File: config.mk
export PLATFORM = sky130hd
export DESIGN_NAME = etd_tx_fetch
export DESIGN_NICKNAME = d
export VERILOG_FILES = /design/src/include/etd_pkg.sv /design/src/design/etd_tx_fetch.sv
export SDC_FILE = /design/constraint.sdc
export NUM_CORES = 1
export LEC_CHECK = 0
export ABC_CLOCK_PERIOD_IN_PS = 3000
export BUFFER_PORTS_ARGS = -buffer_cell sky130_fd_sc_hd__buf_2
export CORE_ASPECT_RATIO = 0.8
export CORE_MARGIN = 2
export CORE_UTILIZATION = 49
export DETAILED_ROUTE_END_ITERATION = 12
export PLACE_DENSITY = 0.83
export SYNTH_ARGS = -nofsm -noshare
export SYNTH_HDL_FRONTEND = slang
export SYNTH_SLANG_ARGS = --single-unit
File: constraint.sdc
create_clock -name clock -period 3 [get_ports clock]
set_input_delay 0.15 -clock clock [delete_from_list [all_inputs] [get_ports clock]]
set_output_delay 0.15 -clock clock [all_outputs]
set_load 0.1 [all_outputs]
File: src/include/etd_pkg.sv
package etd_pkg;

  // Register byte offsets
  localparam logic [7:0] OFS_CTRL = 8'h00;
  localparam logic [7:0] OFS_BASE = 8'h04;
  localparam logic [7:0] OFS_CUR  = 8'h08;
  localparam logic [7:0] OFS_STAT = 8'h0c;
  localparam logic [7:0] OFS_MASK = 8'h10;

  // Control register fields
  localparam int CTRL_RUN  = 0;
  localparam int CTRL_IPG  = 1;
  localparam int CTRL_TCPG = 2;
  localparam int CTRL_UDPG = 3;

  // Status and mask fields
  localparam int ST_DONE = 0;
  localparam int ST_HALT = 1;
  localparam int ST_HOLD = 4;

  // Descriptor fields
  localparam int W0_OWN     = 31;
  localparam int W1_IC      = 31;
  localparam int W1_FS      = 30;
  localparam int W1_LS      = 29;
  localparam int W1_IP      = 28;
  localparam int W1_TCP     = 27;
  localparam int W1_UDP     = 26;
  localparam int W1_WRAP    = 25;
  localparam int W1_LEN_HI  = 13;
  localparam int LAST_WORD  = 3;

  // Reset values and constants
  localparam logic [3:0]  RST_CTRL     = 4'h0;
  localparam logic [1:0]  RST_STAT     = 2'h0;
  localparam logic [31:0] RST_WORD     = 32'h0000_0000;
  localparam logic [31:0] DESC_W0_DONE = 32'h0000_0000;
  localparam logic [31:0] WORD_STEP    = 32'h0000_0004;

  typedef enum logic [2:0] {
    S_IDLE  = 3'b000,
    S_FETCH = 3'b001,
    S_ISSUE = 3'b010,
    S_XFER  = 3'b011,
    S_DONE  = 3'b100,
    S_WB    = 3'b101,
    S_NEXT  = 3'b110
  } etd_state_type;

  typedef struct packed {
    logic [31:0] buf_addr;
    logic [13:0] len;
    logic        first;
    logic        last;
    logic        ins_ip;
    logic        ins_tcp;
    logic        ins_udp;
  } etd_txd_type;

endpackage : etd_pkg

File: src/design/etd_tx_fetch.sv
// Register access over AHB-Lite and the register offsets were chosen for this implementation.
`timescale 1ns/1ps
module etd_tx_fetch
  import etd_pkg::*;
(
  // Clock and reset
  input  wire logic        clock,
  input  wire logic        rst_b,
  // AHB-Lite slave
  input  wire logic        hsel,
  input  wire logic [31:0] haddr,
  input  wire logic [1:0]  htrans,
  input  wire logic        hwrite,
  input  wire logic [2:0]  hsize,
  input  wire logic [31:0] hwdata,
  input  wire logic        hready,
  output logic             hreadyout,
  output logic [31:0]      hrdata,
  output logic             hresp,
  // Descriptor memory master
  output logic             mem_req,
  output logic             mem_we,
  output logic [31:0]      mem_addr,
  output logic [31:0]      mem_wdata,
  input  wire logic        mem_ack,
  input  wire logic [31:0] mem_rdata,
  // Buffer handoff to the MAC
  output etd_txd_type      tx_desc,
  output logic             tx_valid,
  input  wire logic        tx_ready,
  input  wire logic        tx_done,
  // Interrupt
  output logic             irq
);

  function automatic logic [7:0] etd_ofs(input logic [31:0] a);
    return {a[7:2], 2'b00};
  endfunction : etd_ofs

  logic [31:0]   base_r;
  logic [31:0]   cur_r;
  logic [31:0]   hrdata_r;
  logic [3:0]    ctrl_r;
  logic [1:0]    stat_r;
  logic [1:0]    mask_r;
  logic [1:0]    stat_nxt;
  logic [1:0]    stat_clr;
  logic          hold_r;
  logic          wr_pend_r;
  logic          rd_pend_r;
  logic          hreadyout_r;
  logic          hresp_r;
  logic          irq_r;
  logic [7:0]    acc_ofs_r;
  logic [31:0]   words_r [0:3];
  logic [1:0]    widx_r;
  etd_state_type st_r;
  logic          mem_req_r;
  logic          mem_we_r;
  logic [31:0]   mem_addr_r;
  logic [31:0]   mem_wdata_r;
  etd_txd_type   txd_r;
  logic          tx_valid_r;

  // Bus decode
  wire         addr_ph = hsel & hready & htrans[1];
  wire         rd_ph   = addr_ph & ~hwrite;
  wire         wr_ph   = addr_ph & hwrite;
  wire [7:0]   ofs     = etd_ofs(haddr);
  wire         wr_ctrl = wr_pend_r & (acc_ofs_r == OFS_CTRL);
  wire         wr_base = wr_pend_r & (acc_ofs_r == OFS_BASE);
  wire         wr_stat = wr_pend_r & (acc_ofs_r == OFS_STAT);
  wire         wr_mask = wr_pend_r & (acc_ofs_r == OFS_MASK);
  wire [31:0]  stat_rd = {27'h000_0000, hold_r, 2'b00, stat_r};
  wire [31:0]  rd_mux  = (acc_ofs_r == OFS_CTRL) ? {28'h000_0000, ctrl_r} :
                         (acc_ofs_r == OFS_BASE) ? base_r :
                         (acc_ofs_r == OFS_CUR)  ? cur_r :
                         (acc_ofs_r == OFS_STAT) ? stat_rd :
                         (acc_ofs_r == OFS_MASK) ? {30'h0000_0000, mask_r} : RST_WORD;

  // Descriptor decode
  wire [31:0]  w1       = words_r[1];
  wire [13:0]  len      = w1[W1_LEN_HI:0];
  wire         last     = w1[W1_LS];
  wire         ip_ins   = ctrl_r[CTRL_IPG] | w1[W1_IP];
  wire         tcp_ins  = ctrl_r[CTRL_TCPG] | w1[W1_TCP];
  wire         udp_ins  = ctrl_r[CTRL_UDPG] | w1[W1_UDP];
  wire         fetch_ack = (st_r == S_FETCH) & mem_ack;
  wire         halt_ev  = fetch_ack & (widx_r == 2'd0) & ~mem_rdata[W0_OWN];
  wire         done_ev  = (st_r == S_WB) & mem_ack & w1[W1_IC] & last;
  wire [31:0]  next_ptr = w1[W1_WRAP] ? base_r : {words_r[LAST_WORD][31:2], 2'b00};

  // Sticky status, set wins over write-one-to-clear
  assign stat_clr = wr_stat ? hwdata[1:0] : 2'b00;
  assign stat_nxt = (stat_r & ~stat_clr) | {halt_ev, done_ev};

  assign hreadyout = hreadyout_r;
  assign hrdata    = hrdata_r;
  assign hresp     = hresp_r;
  assign mem_req   = mem_req_r;
  assign mem_we    = mem_we_r;
  assign mem_addr  = mem_addr_r;
  assign mem_wdata = mem_wdata_r;
  assign tx_desc   = txd_r;
  assign tx_valid  = tx_valid_r;
  assign irq       = irq_r;

  // Bus slave: writes land in the data phase, reads take one wait state
  always_ff @(posedge clock) begin
    if (!rst_b) begin
      wr_pend_r   <= 1'b0;
      rd_pend_r   <= 1'b0;
      acc_ofs_r   <= OFS_CTRL;
      hrdata_r    <= RST_WORD;
      hreadyout_r <= 1'b1;
      hresp_r     <= 1'b0;
    end else begin
      wr_pend_r   <= wr_ph;
      rd_pend_r   <= rd_ph;
      hreadyout_r <= ~rd_ph;
      hresp_r     <= 1'b0;
      if (addr_ph) begin
        acc_ofs_r <= ofs;
      end
      hrdata_r <= rd_pend_r ? rd_mux : RST_WORD;
    end
  end

  // Software registers
  always_ff @(posedge clock) begin
    if (!rst_b) begin
      ctrl_r <= RST_CTRL;
      base_r <= RST_WORD;
      mask_r <= RST_STAT;
      stat_r <= RST_STAT;
      irq_r  <= 1'b0;
    end else begin
      if (wr_ctrl) begin
        ctrl_r <= hwdata[3:0];
      end
      if (wr_base) begin
        base_r <= {hwdata[31:2], 2'b00};
      end
      if (wr_mask) begin
        mask_r <= hwdata[1:0];
      end
      stat_r <= stat_nxt;
      irq_r  <= |(stat_nxt & mask_r);
    end
  end

  // Halt after a host-owned descriptor; a control write clears the hold, and the walk resumes only if it sets the run bit
  always_ff @(posedge clock) begin
    if (!rst_b) begin
      hold_r <= 1'b0;
    end else if (halt_ev) begin
      hold_r <= 1'b1;
    end else if (wr_ctrl) begin
      hold_r <= 1'b0;
    end
  end

  // Fetched descriptor words
  always_ff @(posedge clock) begin
    if (!rst_b) begin
      for (int i = 0; i < 4; i++) begin
        words_r[i] <= RST_WORD;
      end
    end else if (fetch_ack) begin
      words_r[widx_r] <= mem_rdata;
    end
  end

  // Descriptor walk
  always_ff @(posedge clock) begin
    if (!rst_b) begin
      st_r        <= S_IDLE;
      widx_r      <= 2'd0;
      cur_r       <= RST_WORD;
      mem_req_r   <= 1'b0;
      mem_we_r    <= 1'b0;
      mem_addr_r  <= RST_WORD;
      mem_wdata_r <= RST_WORD;
      txd_r       <= '0;
      tx_valid_r  <= 1'b0;
    end else begin
      unique case (st_r)
        S_IDLE: begin
          if (ctrl_r[CTRL_RUN] & ~hold_r) begin
            mem_req_r  <= 1'b1;
            mem_we_r   <= 1'b0;
            mem_addr_r <= cur_r;
            widx_r     <= 2'd0;
            st_r       <= S_FETCH;
          end else if (wr_base) begin
            cur_r <= {hwdata[31:2], 2'b00};
          end
        end
        S_FETCH: begin
          if (mem_ack) begin
            if (halt_ev) begin
              mem_req_r <= 1'b0;
              st_r      <= S_IDLE;
            end else if (widx_r == 2'(LAST_WORD)) begin
              mem_req_r <= 1'b0;
              st_r      <= S_ISSUE;
            end else begin
              widx_r     <= widx_r + 2'd1;
              mem_addr_r <= mem_addr_r + WORD_STEP;
            end
          end
        end
        S_ISSUE: begin
          if (len == 14'h0000) begin
            mem_req_r   <= 1'b1;
            mem_we_r    <= 1'b1;
            mem_addr_r  <= cur_r;
            mem_wdata_r <= DESC_W0_DONE;
            st_r        <= S_WB;
          end else begin
            txd_r.buf_addr <= words_r[2];
            txd_r.len      <= len;
            txd_r.first    <= w1[W1_FS];
            txd_r.last     <= last;
            txd_r.ins_ip   <= ip_ins;
            txd_r.ins_tcp  <= tcp_ins;
            txd_r.ins_udp  <= udp_ins;
            tx_valid_r     <= 1'b1;
            st_r           <= S_XFER;
          end
        end
        S_XFER: begin
          if (tx_ready) begin
            tx_valid_r <= 1'b0;
            st_r       <= S_DONE;
          end
        end
        S_DONE: begin
          if (tx_done) begin
            mem_req_r   <= 1'b1;
            mem_we_r    <= 1'b1;
            mem_addr_r  <= cur_r;
            mem_wdata_r <= DESC_W0_DONE;
            st_r        <= S_WB;
          end
        end
        S_WB: begin
          if (mem_ack) begin
            mem_req_r <= 1'b0;
            mem_we_r  <= 1'b0;
            st_r      <= S_NEXT;
          end
        end
        S_NEXT: begin
          cur_r <= next_ptr;
          st_r  <= S_IDLE;
        end
        default: begin
          st_r <= S_IDLE;
        end
      endcase
    end
  end
endmodule : etd_tx_fetch

# ---- Word-level counts from Yosys, hierarchy flattened
# Memories as Yosys holds them, arrays and structs flattened. A register that Yosys moved wholly into a read port is not among the register bits.
# Index checks and enable logic that the tools add are counted.
dict set report classes {
  add_sub_neg 2
  n_eq_ne 23
  n_mux 56
  n_bitwise 29
  reduce_logical 26
}
# op n
set ops {}
lappend ops {{two-way mux 32 bit} 14}
lappend ops {{case mux 32 bit (2 select lines)} 2}
lappend ops {{case mux 32 bit (4 select lines)} 1}
lappend ops {{adder 32 x 3 -> 32 bit, second input constant} 1}
lappend ops {{OR reduction 32 bit} 1}
lappend ops {{two-way mux 3 bit} 8}
lappend ops {{inequality test 2 bit, second input constant} 11}
lappend ops {{case mux 3 bit (6 select lines)} 1}
lappend ops {{two-way mux 1 bit} 17}
lappend ops {{bitwise AND 1 bit} 15}
lappend ops {{logical NOT 14 bit} 1}
lappend ops {{two-way mux 2 bit} 7}
lappend ops {{AND reduction 7 bit} 2}
lappend ops {{equality test 6 x 2 -> 1 bit, second input constant} 2}
lappend ops {{AND reduction 5 bit} 2}
lappend ops {{nonzero test 2 bit} 5}
lappend ops {{equality test 3 bit, second input constant} 3}
lappend ops {{AND reduction 3 bit} 3}
lappend ops {{logical NOT 8 bit} 1}
lappend ops {{nonzero test 4 bit} 2}
lappend ops {{NOT 1 bit} 7}
lappend ops {{equality test 3 x 2 -> 1 bit, second input constant} 2}
lappend ops {{equality test 6 x 1 -> 1 bit, second input constant} 1}
lappend ops {{equality test 6 x 3 -> 1 bit, second input constant} 1}
lappend ops {{22 further kinds} 26}
dict set report totals {
  ff_bits 204
  ramBits 128
  inputBits 109
  out_inout_bits 153
  word_cells 163
  n_memories 1
}
# memory depth word_bits rd rd_clocked_by_memory_dff write_ports line
set memory_table {}
lappend memory_table {words_r 4 32 3 1 4 etd_tx_fetch.sv:55} ;# logic [31:0] words_r [0:3];

# ---- Depth between registers and ports, before layout
dict set report depth {
  ltp_word 8
  depth_mapped 9
  ltp_nobuf 7
}

# ---- Worst setup path before layout
# Ideal clock, no wire load.
dict set report synth_timing {
  path_kind {register to register}
  startpoint {register st_r[2]}
  endpoint {memory words_r[2][0] (enable)}
  setup_time_ns 0.425
  arrival_time_ns 2.690
  t_required_ns 2.575
  path_slack_ns -0.115
  path_stages_with_launch 6
  path_buffers 2
  synth_period_minus_slack_ns 3.115
  cell_sequence {dfxtp_1 buf_2 nor3b_2 clkbuf_1 nand3_1 o21ai_1}
}
# item line
set synth_rtl {}
lappend synth_rtl {{from (decl)} etd_tx_fetch.sv:57} ;# etd_state_type st_r;
lappend synth_rtl {{from (signal assigned)} etd_tx_fetch.sv:177} ;# st_r <= S_IDLE;
lappend synth_rtl {{from (signal assigned)} etd_tx_fetch.sv:194} ;# st_r <= S_FETCH;
lappend synth_rtl {{from (signal assigned)} etd_tx_fetch.sv:203} ;# st_r <= S_IDLE;
lappend synth_rtl {{to (decl)} etd_tx_fetch.sv:55}

# ---- Worst setup path after layout
dict set report layout_timing {
  startpoint {register widx_r[0]}
  endpoint {register mem_addr_r[20], in the netlist mem_addr[20]}
}
dict set report layout_via {
  elab_chain_len 5
  word_cells_on_any_way 7
  classes_between {eq/ne: 3; bitwise: 2; reduce/logical: 2}
}
# item line
set layout_lines {}
lappend layout_lines {{from (decl)} etd_tx_fetch.sv:56} ;# logic [1:0] widx_r;
lappend layout_lines {{from (signal assigned)} etd_tx_fetch.sv:208} ;# widx_r <= widx_r + 2'd1;
lappend layout_lines {{logical NOT 2 bit} etd_tx_fetch.sv:89} ;# wire halt_ev = fetch_ack & (widx_r == 2'd0) & ~mem_rdata[W0_OWN];
lappend layout_lines {{bitwise AND 1 bit (2 in series)} etd_tx_fetch.sv:89}
lappend layout_lines {{inequality test 2 bit (no source line)} -}
lappend layout_lines {{AND reduction 7 bit (no source line) (*)} -}
lappend layout_lines {{to (signal assigned)} etd_tx_fetch.sv:192} ;# mem_addr_r <= cur_r;
lappend layout_lines {{to (signal assigned)} etd_tx_fetch.sv:209} ;# mem_addr_r <= mem_addr_r + WORD_STEP;
lappend layout_lines {{to (signal assigned)} etd_tx_fetch.sv:217} ;# mem_addr_r <= cur_r;
lappend layout_lines {{to (decl)} etd_tx_fetch.sv:60} ;# logic [31:0] mem_addr_r;
# Mark *: on every way between the ends. The rest lies on a longest branch, timed or not.
# A chain may end at the register's enable or synchronous reset.

==> run_results.csv <==
group,metric,value,unit
clock_tree,htreeDepth,1,
place,gp_congestion,0.886,
sta,drv_slew,0,
logic_synthesis,ys_warn_count,0,
logic_synthesis,synth_common_cells,"312 x nand2_1, 200 x dfxtp_1, 125 x a21oi_1",
die,rows,51,
logic_synthesis,ys_seq_area_share,53.2,%
cells_and_area,fillers,2046,
logic_synthesis,async_flop_share,0,%
logic_synthesis,avgSynthCellArea,8.76,µm²
clock_tree,clock_sinks,283,
worst_setup_path,critPathKind,"reg2reg",
logic_synthesis,synthFlopType,"dfxtp_1",
logic_synthesis,syn_inst,1393,
clock_tree,cts.repair.resized,0,
worst_setup_path,cp-startpoint,"widx_r[0]",
detailed_routing,post-route-drc-count,0,
worst_setup_path,r2r_end,"mem_addr[20]",
clock_tree,clockBufferDepth,3,
status,status,"completed",
grt,grt_pass1_wl,57100,µm
sta,fmax,0.383,GHz
power_and_ir_drop,power_per_cell_area,540,mW/mm²
sta,skew,0.0118,ns
die,dieArea,0.0262,mm²
die,start_util,50.1,%
detailed_routing,vias,11100,
logic_synthesis,synth_edf_count,83,
detailed_routing,avgRoutedWirePerCell,18.5,µm
logic_synthesis,synth_area_leaders,"dfxtp_1 33%, edfxtp_1 20%, nand2_1 9.6%, a21oi_1 5.1%, nor2_1 3.5%",
sta,hold_viol,0,
place,placed_cell_area,0.0133,mm²
place,io_buffers,196,
worst_setup_path,worstSetupEndpointType,"register",
detailed_routing,drtIter0Drc,1328,
worst_setup_path,worstReg2RegStart,"widx_r[0]",
worst_setup_path,crit_path_end,"mem_addr[20]",
die,die_w,180,µm
cells_and_area,syn2layout_area_growth,22.8,%
cells_and_area,fin_util,61.5,%
die,fp.dieH,145,µm
sta,totalNegativeSetupSlack,0,ns
grt,antenna_found_initial,2,
power_and_ir_drop,p_leak,6.02,nW
sta,setup_ws,0.386,ns
place,dp_hpwl,24100,µm
worst_setup_path,cp_max_fo,24,
detailed_routing,dr.pass1.iters,10,
die,pin_count,262,
sta,hold_ws,0.0171,ns
clock_tree,path_clk_slew,0.07,ns
grt,track_usage,26.8,%
worst_setup_path,worst-endpoint-arrival,3.10,ns
clock_tree,cts-buffers-inserted,29,
hold_path,hold_path_class,"in2reg",
logic_synthesis,netlist_area,0.0122,mm²
clock_tree,cts_tree,"done",
worst_setup_path,rrSetupSlack,0.39,ns
sta,slew_headroom,35.6,%
power_and_ir_drop,ir_drop,0.520,mV
logic_synthesis,synth_cell_types,62,
worst_setup_path,r2r_cells,8,
sta,fin_crit,2.61,ns
detailed_routing,ant_nets,0,
sta,worst_slew_pin_slew,0.962,ns
cells_and_area,drive_above_1_share,17.6,%
worst_setup_path,cp-start-kind,"register",
detailed_routing,routed_wl,36400,µm
logic_synthesis,synth_area_leader_cell,"dfxtp_1",
grt,grt_pass1_vias,10500,
cells_and_area,finalInstanceArea,0.0150,mm²
clock_tree,root_buffer,"clkbuf_16",
run,maxCapViolations,0,
clock_tree,post-cts-setup-buffers,0,
die,fp.coreArea,0.0244,mm²
worst_setup_path,worstPathRequired,3.48,ns
logic_synthesis,synth_seq_cells,283,
place,pre_cts_ws,0.513,ns
detailed_routing,viasPerCell,5.63,
clock_tree,ctsHoldBuffers,70,
sta,rsz0062_at_grt,"false",
clock_tree,clk_latency,0.56,ns
grt,grt_remaining_overflow,0,
sta,fin_crit_sh,87.1,%
grt,grt_max_degree,66,
sta,setup_viol,0,
logic_synthesis,yosysTopAreaCellShare,32.8,%
logic_synthesis,yosysMostFrequentCell,"nand2_1",
cells_and_area,nets,1734,
layout make-up:
cell class / count / area (µm²) / area share (%)
timing repair buffer: 296 / 1940 / 13.0
multi-input combinational: 984 / 5100 / 34.1
tap: 318 / 398 / 2.65
clock buffer: 43 / 828 / 5.53
sequential: 283 / 6500 / 43.3
inverter: 28 / 106 / 0.710
antenna: 2 / 5.00 / 0.0334
clock inverter: 11 / 105 / 0.701
through the flow:
stage / total power (W) / std cells
3_3_place_gp: 0.00455 / 1839
6_report: 0.00809 / 1965
2_1_floorplan: 0.00446 / 1427
3_5_place_dp: 0.00456 / 1839
4_1_cts: 0.00811 / 1963
5_1_grt: 0.00831 / 1965
kinds of logic after synthesis:
family | count (synthesis) | synth area share, %
AND/OR/NAND/NOR | 605 | 22.4
buffers and inverters | 160 | 6.29
multiplexers | 42 | 3.48
AO/OA/AOI/OAI | 299 | 14.3
other | 1 | 0.0307
flip-flops | 283 | 53.2
adder cells (fa/ha/maj) | 3 | 0.308
state kept, by name (all words and copies together), names as in the netlist, 2 cells and up:
| register | cells |
|---|---|
| hrdata | 32 |
| stat_r | 2 |
| mem_addr | 30 |
| st_r | 3 |
| acc_ofs_r | 6 |
| widx_r | 2 |
| cur_r | 30 |
| ctrl_r | 4 |
| mask_r | 2 |
| words_r | 83 |
| tx_desc | 51 |
| base_r | 30 |
worst max-delay path: stages, from the launching register on:
cell and delay, ns:
dfxtp_1 0.36, inv_1 0.14, ha_1 0.15, nor2b_1 0.27
and4b_1 0.28, o32ai_4 0.76, buf_4 0.33, o21ai_1 0.09
a21oi_1 0.15
cell usage in the layout (no fill, tap or decap), types with 4 or more instances in the layout:
cell,netlist,layout
nand3_1,62,62
buf_4,39,27
nand4_1,17,17
a21oi_1,125,125
a21o_1,5,5
o31ai_1,11,11
and2_1,14,14
dlygate4sd3_1,0,70
nor3_1,14,14
clkinv_2,0,7
dfxtp_1,200,200
nor2b_1,6,6
or3_1,10,10
edfxtp_1,83,83
conb_1,1,35
o31a_1,4,4
clkbuf_8,0,5
buf_2,16,196
and3_1,27,27
nor4_1,6,6
o21ai_0,40,40
nand2_1,312,312
clkbuf_16,0,29
clkbuf_1,72,9
inv_1,28,27
a31oi_1,6,6
mux2i_1,39,39
nor2_1,113,112
a22oi_1,32,32
o22ai_1,5,5
or4_1,5,5
o21ai_1,45,42
report_power, final:
part           internal (W)  total [W]  switching [W]
Sequential          0.00397    0.00401      0.0000327
Combinational      0.000154   0.000554       0.000400
Clock               0.00201    0.00352        0.00152
worst min-delay path by stage:
stage                  start             end  slack [ns]  cells after the start
3_5_place_dp        haddr[6]    acc_ofs_r[6]        0.40                      3
2_1_floorplan         hwrite       hreadyout        0.27                      1
4_1_cts        mem_rdata[11]  words_r[3][11]       0.008                      3
6_report       mem_rdata[11]  words_r[3][11]        0.02                      3
5_1_grt        mem_rdata[26]  words_r[3][26]        0.03                      3
3_3_place_gp          hwrite       hreadyout        0.39                      2
routing by layer:
layer	global-route usage, %	part of all wire, %	vias up
li1	-	-	5223
met4	8.27	2.9	0
met2	42.1	46	527
met5	0	0	-
met1	38.0	42	5244
met3	4.49	8.7	78
Note: power is estimated with default switching activity, not from simulation.
